$ cat src/hw/mdc_pkg.sv
/*
 Constants, timing counts and state encodings shared by the instrument
 display and mode-control block and its input conditioner.
 Assumes a single 100 MHz reference clock.
*/
package mdc_pkg;
   localparam longint CLK_HZ = 100_000_000;
   // Button timing
   localparam int HOLD_TIME_MS = 2000;
   localparam int DEB_TIME_MS = 10;
   localparam int unsigned HOLD_CYCLES = 32'(CLK_HZ * HOLD_TIME_MS / 1000);
   localparam int unsigned DEB_CYCLES = 32'(CLK_HZ * DEB_TIME_MS / 1000);
   localparam int unsigned SEC_CYCLES = 32'(CLK_HZ);
   // Speed scaling: reference frequency in tenths of Hz reads REF_SPEED
   localparam longint MPH_REF_HZ_X10 = 1690;
   localparam longint KMH_REF_HZ_X10 = 1056;
   localparam longint REF_SPEED = 60;
   localparam int unsigned WIN_MPH_CYCLES = 32'(CLK_HZ * REF_SPEED * 10 / MPH_REF_HZ_X10);
   localparam int unsigned WIN_KMH_CYCLES = 32'(CLK_HZ * REF_SPEED * 10 / KMH_REF_HZ_X10);
   // Sensor pulses per 0.1 distance unit, rounded to nearest
   localparam logic [15:0] MPH_PULSE_TENTH = 16'((MPH_REF_HZ_X10 * 6 + 5) / 10);
   localparam logic [15:0] KMH_PULSE_TENTH = 16'((KMH_REF_HZ_X10 * 6 + 5) / 10);
   // Widths and limits
   localparam int ODO_W = 20;
   localparam int TRIP_W = 17;
   localparam int SPEED_W = 8;
   localparam logic [ODO_W-1:0] ODO_MAX = 20'h0_F423F;
   localparam logic [TRIP_W-1:0] TRIP_MAX = 17'h1_869F;
   localparam logic [3:0] TENTHS_MAX = 4'h9;
   localparam logic [4:0] HOUR_MAX = 5'h17;
   localparam logic [5:0] MINUTE_MAX = 6'h3B;
   localparam logic [SPEED_W-1:0] SPEED_SAT = 8'hFF;
   // Reset values
   localparam logic [4:0] HOUR_RST = 5'h00;
   localparam logic [5:0] MINUTE_RST = 6'h00;
   localparam logic [5:0] SECOND_RST = 6'h00;
   localparam logic UNIT_KM_RST = 1'b0;

   typedef enum logic [2:0] {
      VIEW_CLOCK  = 3'b000,
      VIEW_FUEL   = 3'b001,
      VIEW_ODO    = 3'b010,
      VIEW_TRIP_A = 3'b011,
      VIEW_TRIP_B = 3'b100
   } mdc_view_e;

   typedef enum logic [1:0] {
      SET_NONE = 2'b00,
      SET_BOTH = 2'b01,
      SET_HOUR = 2'b10,
      SET_MIN  = 2'b11
   } mdc_set_e;
endpackage : mdc_pkg

$ cat src/hw/mdc_debounce.sv
/*
 Two-flop synchroniser and debounce filter for one push button.
 Assumes the raw input is asynchronous to ref_clk and may bounce.
*/
`timescale 1ns/1ps
`default_nettype none
module mdc_debounce #(
   parameter int unsigned DEB_CYCLES = mdc_pkg::DEB_CYCLES
) (
   // Clock and reset
   input wire logic ref_clk,
   input wire logic nrst,
   // Button
   input wire logic raw_in,
   output logic level_r
);
   logic sync1_r;
   logic sync2_r;
   logic [31:0] cnt_r;

   always_ff @(posedge ref_clk or negedge nrst) begin
      if (!nrst) begin
         sync1_r <= 1'b0;
         sync2_r <= 1'b0;
      end else begin
         sync1_r <= raw_in;
         sync2_r <= sync1_r;
      end
   end

   // Level changes only after the new value has been stable the whole window
   always_ff @(posedge ref_clk or negedge nrst) begin
      if (!nrst) begin
         cnt_r <= 32'h0000_0000;
         level_r <= 1'b0;
      end else if (sync2_r == level_r) begin
         cnt_r <= 32'h0000_0000;
      end else if (cnt_r >= DEB_CYCLES - 1) begin
         cnt_r <= 32'h0000_0000;
         level_r <= sync2_r;
      end else begin
         cnt_r <= cnt_r + 32'h0000_0001;
      end
   end
endmodule : mdc_debounce
`default_nettype wire

$ cat src/hw/mdc_meter_ctrl.sv
/*
 Display and mode control of the combination instrument: view cycling,
 clock setting, unit toggle, speed scaling, odometer and trip meters,
 ignition gating of display and needles.
 Assumes buttons, ignition, fuel-flash and speed sensor arrive from pins,
 and that odometer retention is held by external non-volatile storage
 that presents the saved count on odo_nv_value at reset release.
*/
`timescale 1ns/1ps
`default_nettype none
// Functional notes
// - Mode press cycles clock, odometer, trips
// - Flashing fuel gauge adds fuel view
// - Long reset in clock view starts setting
// - Reset in combined set selects hour set
// - Mode press in hour set advances hour
// - Reset moves to minute set; mode advances
// - Reset in minute set returns to combined
// - Mode in combined set resumes, seconds restart
// - Reset with mode held in odometer view toggles units
// - Pulse frequency scaled to speed reading
// - Odometer accumulates, restored after power loss
// - Odometer locks at its maximum
// - Trips accumulate; long reset clears shown
// - No ignition keeps display blank, needles idle
// - Ignition drives needles, segments and lamps
module mdc_meter_ctrl
   import mdc_pkg::*;
#(
   parameter int unsigned DEB_CYCLES = mdc_pkg::DEB_CYCLES,
   parameter int unsigned HOLD_CYCLES = mdc_pkg::HOLD_CYCLES,
   parameter int unsigned SEC_CYCLES = mdc_pkg::SEC_CYCLES,
   parameter int unsigned WIN_MPH_CYCLES = mdc_pkg::WIN_MPH_CYCLES,
   parameter int unsigned WIN_KMH_CYCLES = mdc_pkg::WIN_KMH_CYCLES
) (
   // Clock and reset
   input wire logic ref_clk,
   input wire logic nrst,
   // Pins from the vehicle
   input wire logic mode_btn,
   input wire logic reset_btn,
   input wire logic ignition_in,
   input wire logic fuel_flash_in,
   input wire logic speed_pulse_in,
   // Saved odometer from non-volatile store
   input wire logic [mdc_pkg::ODO_W-1:0] odo_nv_value,
   // Display content
   output mdc_pkg::mdc_view_e view_r,
   output logic [4:0] hour_r,
   output logic [5:0] minute_r,
   output logic flash_hour_r,
   output logic flash_min_r,
   output logic unit_km_r,
   output logic [mdc_pkg::SPEED_W-1:0] speed_r,
   output logic [mdc_pkg::ODO_W-1:0] odo_r,
   output logic [mdc_pkg::TRIP_W-1:0] trip_a_r,
   output logic [mdc_pkg::TRIP_W-1:0] trip_b_r,
   // Ignition gating
   output logic display_on_r,
   output logic lamps_on_r,
   output logic needles_on_r
);
   import mdc_pkg::*;

   function automatic logic at_last(input logic [31:0] cnt, input int unsigned lim);
      at_last = (cnt >= 32'(lim - 1));
   endfunction : at_last

   logic mode_lvl;
   logic reset_lvl;
   logic mode_prev_r;
   logic reset_prev_r;
   logic mode_rise;
   logic mode_fall;
   logic reset_rise;
   logic chord_r;
   logic mode_click;
   logic [31:0] hold_cnt_r;
   logic long_hold;
   logic [1:0] ign_sync_r;
   logic [1:0] fuel_sync_r;
   logic [2:0] spd_sync_r;
   logic spd_edge;
   mdc_set_e set_r;
   logic [31:0] sec_cnt_r;
   logic [5:0] second_r;
   logic [31:0] win_cnt_r;
   logic [SPEED_W-1:0] pulse_cnt_r;
   logic [15:0] tenth_cnt_r;
   logic tenth_evt;
   logic [3:0] odo_frac_r;
   logic restored_r;

   mdc_debounce #(.DEB_CYCLES(DEB_CYCLES)) u_deb_mode (
      .ref_clk(ref_clk),
      .nrst(nrst),
      .raw_in(mode_btn),
      .level_r(mode_lvl)
   );

   mdc_debounce #(.DEB_CYCLES(DEB_CYCLES)) u_deb_reset (
      .ref_clk(ref_clk),
      .nrst(nrst),
      .raw_in(reset_btn),
      .level_r(reset_lvl)
   );

   // Pin synchronisers; the first stage feeds only the second
   always_ff @(posedge ref_clk or negedge nrst) begin
      if (!nrst) begin
         ign_sync_r <= 2'h0;
         fuel_sync_r <= 2'h0;
         spd_sync_r <= 3'h0;
      end else begin
         ign_sync_r <= {ign_sync_r[0], ignition_in};
         fuel_sync_r <= {fuel_sync_r[0], fuel_flash_in};
         spd_sync_r <= {spd_sync_r[1:0], speed_pulse_in};
      end
   end
   assign spd_edge = spd_sync_r[1] & ~spd_sync_r[2];

   // Button events
   always_ff @(posedge ref_clk or negedge nrst) begin
      if (!nrst) begin
         mode_prev_r <= 1'b0;
         reset_prev_r <= 1'b0;
      end else begin
         mode_prev_r <= mode_lvl;
         reset_prev_r <= reset_lvl;
      end
   end
   assign mode_rise = mode_lvl & ~mode_prev_r;
   assign mode_fall = ~mode_lvl & mode_prev_r;
   assign reset_rise = reset_lvl & ~reset_prev_r;

   // View advances on release; a chord or the press that ends setting must not step it
   always_ff @(posedge ref_clk or negedge nrst) begin
      if (!nrst) begin
         chord_r <= 1'b0;
      end else if (mode_rise) begin
         chord_r <= (set_r != SET_NONE);
      end else if (reset_rise && mode_lvl) begin
         chord_r <= 1'b1;
      end
   end
   assign mode_click = mode_fall & ~chord_r & (set_r == SET_NONE);

   // Hold timer fires once when reset alone has been held for the hold time
   always_ff @(posedge ref_clk or negedge nrst) begin
      if (!nrst) begin
         hold_cnt_r <= 32'h0000_0000;
      end else if (!reset_lvl) begin
         hold_cnt_r <= 32'h0000_0000;
      end else if (!at_last(hold_cnt_r, HOLD_CYCLES + 1)) begin
         hold_cnt_r <= hold_cnt_r + 32'h0000_0001;
      end
   end
   assign long_hold = reset_lvl & ~mode_lvl & (hold_cnt_r == 32'(HOLD_CYCLES - 1));

   // View cycling
   always_ff @(posedge ref_clk or negedge nrst) begin
      if (!nrst) begin
         view_r <= VIEW_CLOCK;
      end else if (mode_click) begin
         case (view_r)
            VIEW_CLOCK: view_r <= fuel_sync_r[1] ? VIEW_FUEL : VIEW_ODO;
            VIEW_FUEL: view_r <= VIEW_ODO;
            VIEW_ODO: view_r <= VIEW_TRIP_A;
            VIEW_TRIP_A: view_r <= VIEW_TRIP_B;
            VIEW_TRIP_B: view_r <= VIEW_CLOCK;
            default: view_r <= VIEW_CLOCK;
         endcase
      end
   end

   // Clock-setting sequence
   always_ff @(posedge ref_clk or negedge nrst) begin
      if (!nrst) begin
         set_r <= SET_NONE;
      end else begin
         case (set_r)
            SET_NONE: if (long_hold && view_r == VIEW_CLOCK) set_r <= SET_BOTH;
            SET_BOTH: begin
               if (reset_rise) begin
                  set_r <= SET_HOUR;
               end else if (mode_rise) begin
                  set_r <= SET_NONE;
               end
            end
            SET_HOUR: if (reset_rise) set_r <= SET_MIN;
            SET_MIN: if (reset_rise) set_r <= SET_BOTH;
            default: set_r <= SET_NONE;
         endcase
      end
   end

   always_ff @(posedge ref_clk or negedge nrst) begin
      if (!nrst) begin
         flash_hour_r <= 1'b0;
         flash_min_r <= 1'b0;
      end else begin
         flash_hour_r <= (set_r == SET_BOTH) || (set_r == SET_HOUR);
         flash_min_r <= (set_r == SET_BOTH) || (set_r == SET_MIN);
      end
   end

   // Time of day; counting halts while setting
   always_ff @(posedge ref_clk or negedge nrst) begin
      if (!nrst) begin
         sec_cnt_r <= 32'h0000_0000;
         second_r <= SECOND_RST;
         minute_r <= MINUTE_RST;
         hour_r <= HOUR_RST;
      end else begin
         case (set_r)
            SET_BOTH: begin
               if (mode_rise && !reset_rise) begin
                  sec_cnt_r <= 32'h0000_0000;
                  second_r <= SECOND_RST;
               end
            end
            SET_HOUR: begin
               if (mode_rise) hour_r <= (hour_r == HOUR_MAX) ? HOUR_RST : hour_r + 5'h01;
            end
            SET_MIN: begin
               if (mode_rise) begin
                  minute_r <= (minute_r == MINUTE_MAX) ? MINUTE_RST : minute_r + 6'h01;
               end
            end
            default: begin
               if (!at_last(sec_cnt_r, SEC_CYCLES)) begin
                  sec_cnt_r <= sec_cnt_r + 32'h0000_0001;
               end else begin
                  sec_cnt_r <= 32'h0000_0000;
                  if (second_r != MINUTE_MAX) begin
                     second_r <= second_r + 6'h01;
                  end else begin
                     second_r <= SECOND_RST;
                     if (minute_r != MINUTE_MAX) begin
                        minute_r <= minute_r + 6'h01;
                     end else begin
                        minute_r <= MINUTE_RST;
                        hour_r <= (hour_r == HOUR_MAX) ? HOUR_RST : hour_r + 5'h01;
                     end
                  end
               end
            end
         endcase
      end
   end

   // Unit toggle
   always_ff @(posedge ref_clk or negedge nrst) begin
      if (!nrst) begin
         unit_km_r <= UNIT_KM_RST;
      end else if (view_r == VIEW_ODO && reset_rise && mode_lvl && set_r == SET_NONE) begin
         unit_km_r <= ~unit_km_r;
      end
   end

   // Speed: pulses counted over a gate window sized so the count is the reading
   always_ff @(posedge ref_clk or negedge nrst) begin
      if (!nrst) begin
         win_cnt_r <= 32'h0000_0000;
         pulse_cnt_r <= '0;
         speed_r <= '0;
      end else if (at_last(win_cnt_r, unit_km_r ? WIN_KMH_CYCLES : WIN_MPH_CYCLES)) begin
         win_cnt_r <= 32'h0000_0000;
         pulse_cnt_r <= '0;
         speed_r <= pulse_cnt_r;
      end else begin
         win_cnt_r <= win_cnt_r + 32'h0000_0001;
         if (spd_edge && pulse_cnt_r != SPEED_SAT) pulse_cnt_r <= pulse_cnt_r + 8'h01;
      end
   end

   // Distance prescaler, in tenths of the current unit
   always_ff @(posedge ref_clk or negedge nrst) begin
      if (!nrst) begin
         tenth_cnt_r <= 16'h0000;
      end else if (spd_edge) begin
         tenth_cnt_r <= tenth_evt ? 16'h0000 : tenth_cnt_r + 16'h0001;
      end
   end
   assign tenth_evt = spd_edge &&
      (tenth_cnt_r >= (unit_km_r ? KMH_PULSE_TENTH : MPH_PULSE_TENTH) - 16'h0001);

   // Odometer, reloaded from the store on the first edge after reset release
   always_ff @(posedge ref_clk or negedge nrst) begin
      if (!nrst) begin
         restored_r <= 1'b0;
         odo_r <= '0;
         odo_frac_r <= 4'h0;
      end else if (!restored_r) begin
         restored_r <= 1'b1;
         odo_r <= (odo_nv_value > ODO_MAX) ? ODO_MAX : odo_nv_value;
      end else if (tenth_evt && odo_r != ODO_MAX) begin
         if (odo_frac_r == TENTHS_MAX) begin
            odo_frac_r <= 4'h0;
            odo_r <= odo_r + 20'h0_0001;
         end else begin
            odo_frac_r <= odo_frac_r + 4'h1;
         end
      end
   end

   // Trip meters; a clear wins over a coincident increment
   always_ff @(posedge ref_clk or negedge nrst) begin
      if (!nrst) begin
         trip_a_r <= '0;
         trip_b_r <= '0;
      end else begin
         if (long_hold && view_r == VIEW_TRIP_A) begin
            trip_a_r <= '0;
         end else if (tenth_evt) begin
            trip_a_r <= (trip_a_r == TRIP_MAX) ? '0 : trip_a_r + 17'h0_0001;
         end
         if (long_hold && view_r == VIEW_TRIP_B) begin
            trip_b_r <= '0;
         end else if (tenth_evt) begin
            trip_b_r <= (trip_b_r == TRIP_MAX) ? '0 : trip_b_r + 17'h0_0001;
         end
      end
   end

   // Ignition gating; everything stays dark until ignition is seen
   always_ff @(posedge ref_clk or negedge nrst) begin
      if (!nrst) begin
         display_on_r <= 1'b0;
         lamps_on_r <= 1'b0;
         needles_on_r <= 1'b0;
      end else begin
         display_on_r <= ign_sync_r[1];
         lamps_on_r <= ign_sync_r[1];
         needles_on_r <= ign_sync_r[1];
      end
   end
endmodule : mdc_meter_ctrl
`default_nettype wire

$ cat config.mk
export PLATFORM = sky130hd
export DESIGN_NAME = mdc_meter_ctrl
export DESIGN_NICKNAME = d
export VERILOG_FILES = /design/src/hw/mdc_pkg.sv /design/src/hw/mdc_debounce.sv /design/src/hw/mdc_meter_ctrl.sv
export SDC_FILE = /design/constraint.sdc
export NUM_CORES = 1
export LEC_CHECK = 0
export ABC_AREA = 1
export BUFFER_PORTS_ARGS = -buffer_cell sky130_fd_sc_hd__buf_4
export CORE_MARGIN = 2
export CORE_UTILIZATION = 50
export DETAILED_ROUTE_END_ITERATION = 6
export PLACE_DENSITY = 0.68
export SLEW_MARGIN = 30
export SYNTH_ARGS = -nofsm -noshare
export SYNTH_HDL_FRONTEND = slang
export SYNTH_SLANG_ARGS = --single-unit
$ cat constraint.sdc
create_clock -name ref_clk -period 4 [get_ports ref_clk]
set_clock_uncertainty 0.05 [all_clocks]
set_input_delay 0.2 -clock ref_clk [delete_from_list [all_inputs] [get_ports ref_clk]]
set_output_delay 0.2 -clock ref_clk [all_outputs]
set_load 0.05 [all_outputs]
Yosys cells after proc, flatten, opt, wreduce, memory -nomap -nowiden --
Cells that the tools add are included.
Storage, ports and cells: flip-flop bits (word level) 293, input port bits 27, output and inout port bits 82, logic and storage cells 196
Operators by class: $add $sub $neg 16, order comparisons 7, equality and inequality tests 32, multiplexer cells 52, bitwise gates (word level) 19, reduce and logical (&&, ||, !) cells 36
Operator list (count):
- $mux 32 | 9
- $add 32x1->32 const B | 5
- $mux 17 | 6
- $mux 20 | 4
- $ge 32x20->1 const B | 2
- $pmux 32 s2 | 1
- $mux 6 | 8
- $add 17x1->17 const B | 2
- $eq 17x17->1 const B | 2
- $eq 32x28->1 const B | 1
- $ge 32x27->1 const B | 1
- $ge 32x28->1 const B | 1
- $ge 32x32->1 | 1
- $sub 26x1->27 const B | 1
- $mux 25 | 1
- $mux 5 | 5
- $pmux 6 s2 | 2
- $add 20x1->20 const B | 1
- $gt 20x20->1 const B | 1
- $ne 20x20->1 const B | 1
- $ne 2x2->1 const B | 9
- $add 16x1->16 const B | 1
- $ge 16x16->1 | 1
- $mux 16 | 1
- 39 further kinds | 95

Depth between registers and ports, before layout --
depth in word-level cells 7, depth in mapped cells 15

Hierarchy --
From an unflattened synthesis, not the netlist that was laid out.
Unflattened totals: cell total of the unflattened synthesis 2170, area total of the unflattened synthesis 16397.0 µm²
By module, submodules not included:
- mdc_meter_ctrl | times used 1, cells each 1810, area an instance 13261.5 µm², sequential area each 5580.4 µm²
- mdc_debounce | times used 2, cells each 180, area an instance 1567.8 µm², sequential area each 875.8 µm²

Worst setup path after synthesis --
Ideal clock, no wire load.
kind register to register, start register unit_km_r, end register trip_b_r[10] (netlist bit), setup time 66 ps, arrival 2561 ps, data required time 3884 ps, slack 1323 ps, cell stages (with the launch flop) 15, path buffers 1, path through dfrtp_1 > inv_1 > ha_1 > a21oi_1 > nand2_1 > nand2_1 > nand2_1 > nand2_1 > nand3_1 > nand2_2 > nand2_2 > inv_2 > buf_6 > nand2_1 > nand2_1
On the way: word-level cells in the longest chain between the ends 5
Ends and longest elaborated chain:
- start, declared | line mdc_meter_ctrl.sv:53 | output logic unit_km_r,
- start signal, assigned | line mdc_meter_ctrl.sv:257 | unit_km_r <= ~unit_km_r;
- $mux 9 | line mdc_meter_ctrl.sv:286 | (tenth_cnt_r >= (unit_km_r ? KMH_PULSE_TENTH : MPH_PULSE_TENTH) - 16'h0001);
- $sub 10x1->11 | line mdc_meter_ctrl.sv:286
- $ge 16x16->1 | line mdc_meter_ctrl.sv:286
- $logic_and 1x1->1 | line mdc_meter_ctrl.sv:285 | assign tenth_evt = spd_edge &&
- $reduce_bool 2->1 (no line)
- end signal, assigned | line mdc_meter_ctrl.sv:321 | trip_b_r <= (trip_b_r == TRIP_MAX) ? '0 : trip_b_r + 17'h0_0001;
- end, declared | line mdc_meter_ctrl.sv:57 | output logic [mdc_pkg::TRIP_W-1:0] trip_b_r,
No other way between the ends. A chain may end at the register's enable or synchronous reset.

Final worst setup path --
start register unit_km_r, end register win_cnt_r[15]
On the way: word-level cells in the longest chain between the ends 4
Ends and longest elaborated chain:
- $mux 25 | line mdc_meter_ctrl.sv:267 | end else if (at_last(win_cnt_r, unit_km_r ? WIN_KMH_CYCLES : WIN_MPH_CYCLES)) begin
- $sub 26x1->27 | line mdc_meter_ctrl.sv:66 | at_last = (cnt >= 32'(lim - 1));
- $ge 32x32->1 | line mdc_meter_ctrl.sv:66
- $mux 32 | line mdc_meter_ctrl.sv:267
- end signal, assigned | line mdc_meter_ctrl.sv:272 | win_cnt_r <= win_cnt_r + 32'h0000_0001;
- end, declared | line mdc_meter_ctrl.sv:87 | logic [31:0] win_cnt_r;
No other way between the ends.

==> impl_metrics.env <==
export IMPL_status="completed"
export IMPL_post_route_cell_area_um2=19200
export IMPL_drt_iter0_markers=993
export IMPL_synthCells=2192
export IMPL_start_util=0.509
export IMPL_clk_pin_slew_worst_paths_ps=60
export IMPL_period_share=0.682
export IMPL_cp_required_ps=4350
export IMPL_slowest_stage="nand2_1"
export IMPL_drt_vias_per_instance=5.24
export IMPL_antenna_found_initial=0
export IMPL_clockRootBuffer="clkbuf_16"
export IMPL_maxSlewViolCount=0
export IMPL_ir_worst_vdd_mv=0.318
export IMPL_grtUsageTotal=0.230
export IMPL_htreeDepth=2
export IMPL_grt_pass1_wl_um=66000
export IMPL_gp_congestion=0.927
export IMPL_die_area_um2=34700
export IMPL_seq_area_frac_synth=0.442
export IMPL_areaGrowthSynthToFinish_pct=16.0
export IMPL_rsz0062_at_grt="false"
export IMPL_first_global_vias=14100
export IMPL_synth_area_leader_cell="dfrtp_1"
export IMPL_yosys_area_top_type_share=0.442
export IMPL_leakage_nw=9.16
export IMPL_cts_sink_count=293
export IMPL_placed_cell_area_um2=17900
export IMPL_cts_tree="done"
export IMPL_fin_crit_ps=2730
export IMPL_tightestPinTransition_ps=892
export IMPL_post_cts_resized=0
export IMPL_grt_max_degree=110
export IMPL_cts_made_buffers=35
export IMPL_drc=0
export IMPL_start_kind="flip-flop"
export IMPL_num_vias=14700
export IMPL_dp_hpwl_um=27500
export IMPL_cp_arrival_ps=3080
export IMPL_setup_violations=0
export IMPL_wl_per_cell_um=13.7
export IMPL_first_pass_iters=5
export IMPL_portBuffers=108
export IMPL_ioPinCount=109
export IMPL_die_x_um=186
export IMPL_max_slew_margin_rel=0.406
export IMPL_seqCellArea_um2=7330
export IMPL_tns_ps=0
export IMPL_yosys_top_cells_count="nand2_1, nor2_1, dfrtp_1, inv_1, nand3_1"
export IMPL_power_density_nw_per_um2=370
export IMPL_num_antenna_cells=0
export IMPL_fillers=2994
export IMPL_cp_end_kind="flip-flop"
export IMPL_syn_cell_area_um2=16600
export IMPL_path_cells="buf_4 -> ha_1 -> nand2_1 -> nor3_1 -> nand2_1 -> nand3_1 -> nand2_1 -> nand2_1 -> nand2_1 -> nand2_1 -> buf_4 -> nor2_1"
export IMPL_final_cells=2807
export IMPL_dp_cells=2736
export IMPL_synth_area_per_cell_um2=7.57
export IMPL_setup_ws_ps=1270
export IMPL_hold_viol_final=0
export IMPL_crit_top_cell="nand2_1"
export IMPL_path_buf_inv=2
export IMPL_rows=66
export IMPL_wl_um=38600
export IMPL_core_area_um2=32600
export IMPL_layout_drive_gt1_share=0.101
export IMPL_fp_dieH_um=186
export IMPL_ys_ff_latch=293
export IMPL_synth_edf_count=0
export IMPL_clock_latency_ps=520
export IMPL_multi_input_area_um2=8130
export IMPL_ant_nets=0
export IMPL_ys_async_sr_fraction=1.00
export IMPL_overflow=0
export IMPL_synth_area_top_cells="dfrtp_1, nand2_1, nand3_1, nor2_1, inv_1"
export IMPL_path_delay_family="simple AND/OR/NAND/NOR gates"
export IMPL_yosysUniqueCellTypes=50
export IMPL_fmax_mhz=367
export IMPL_dp_worst_setup_slack_ps=1290
export IMPL_path_class="reg -> reg"
export IMPL_final_nets=2407
export IMPL_timing_max_cap_violations=0
export IMPL_cts_buffer_depth=3
export IMPL_yosys_warnings=0
export IMPL_cp_max_fo=15
export IMPL_final_util=0.590
export IMPL_synth_most_common_cell="nand2_1"
export IMPL_critPathMaxStageDelay_ps=470
export IMPL_synth_ff_type="dfrtp_1"
export IMPL_hold_path_class="in -> reg"
==> routing by layer <==
metal  share of wire  global-route usage  vias up
met5               0                   0        -
met4           0.026              0.0759        0
met3           0.045              0.0349       70
met2            0.47               0.378      336
met1            0.46               0.312     6925
li1                -                   -     7375
==> state kept, by name (all words and copies together), names as in the netlist, 17 cells and up <==
| name | count |
|---|---|
| sec_cnt_r | 32 |
| u_deb_reset.cnt_r | 32 |
| trip_b_r | 17 |
| trip_a_r | 17 |
| odo_r | 20 |
| hold_cnt_r | 32 |
| win_cnt_r | 32 |
| u_deb_mode.cnt_r | 32 |
==> power by group <==
group	internal [mW]	total (mW)	switching (mW)
sequential	3.05	3.14	0.0913
clock	2.06	3.30	1.24
combinational	0.220	0.691	0.471
total	5.32	7.13	1.80
==> what timing repair did <==
item / 4_1_cts / 5_1_grt
endpoints found under the setup margin: 0 / 0
setup buffers: 0 / 0
endpoints found under the hold margin: 114 / 0
hold buffers: 10 / 0
==> kinds of logic (layout without fill, tap and decap cells) <==
family / Yosys count / after routing / synth area share
buffers and inverters: 307 / 452 / 0.0744
adders and majority gates: 39 / 39 / 0.0294
xor gates and xnor gates: 101 / 101 / 0.0533
and+or+nand+nor: 1305 / 1305 / 0.351
other: 2 / 30 / 0.000453
DFF: 293 / 293 / 0.442
AOI/OAI and AO/OA: 145 / 145 / 0.0500
==> worst register-to-register path, cell delays in order, from the launching register on <==
cell	delay, ps
dfrtp_1	380
buf_4	200
ha_1	310
nand2_1	70
nor3_1	190
nand2_1	80
nand3_1	80
nand2_1	50
nand2_1	50
nand2_1	280
nand2_1	470
buf_4	290
nor2_1	80
==> worst paths after layout <==
kind                                               start                            end  slack (ps)  cells past startpoint
min reg2reg                u_deb_reset.sync1_r$_DFF_PN0_  u_deb_reset.sync2_r$_DFF_PN0_         300                      0
max in group asynchronous                           nrst       trip_a_r[12]$_DFFE_PN0P_        2580                      3
max reg2reg                        unit_km_r$_DFFE_PN0P_        win_cnt_r[15]$_DFF_PN0_        1270                     12
min in group asynchronous                           nrst        ign_sync_r[1]$_DFF_PN0_         250                      2
min                                      odo_nv_value[7]           odo_r[7]$_DFFE_PN0P_          70                      5
max                                unit_km_r$_DFFE_PN0P_        win_cnt_r[15]$_DFF_PN0_        1270                     12
==> layout by cell type, fill, tap and decap left out, drive strengths merged, types with 48 or more instances in the layout <==
cell type	instances
nand3	229
nor3	78
o21ai	96
nor2	306
inv	259
clkbuf	48
buf	122
nand4	78
dfrtp	293
xor2	83
nand2	553
==> per-stage QoR <==
stage | hold WS (ps) | power, mW
after global routing | 52.5 | 7.44
after detailed placement | 261 | 3.88
after global placement | 260 | 3.86
final | 68.2 | 7.13
after CTS | 48.9 | 7.21
after floorplan | -146 | 3.60
==> layout make-up <==
cell class	instances	area share
multi-input cells	1620	0.422
flip-flops and latches	293	0.381
clock buffers	48	0.0534
inverters	259	0.0508
repair buffers	132	0.0545
clock inverters	13	0.00910
well taps	442	0.0287
Power figures use the tool's default switching activity.
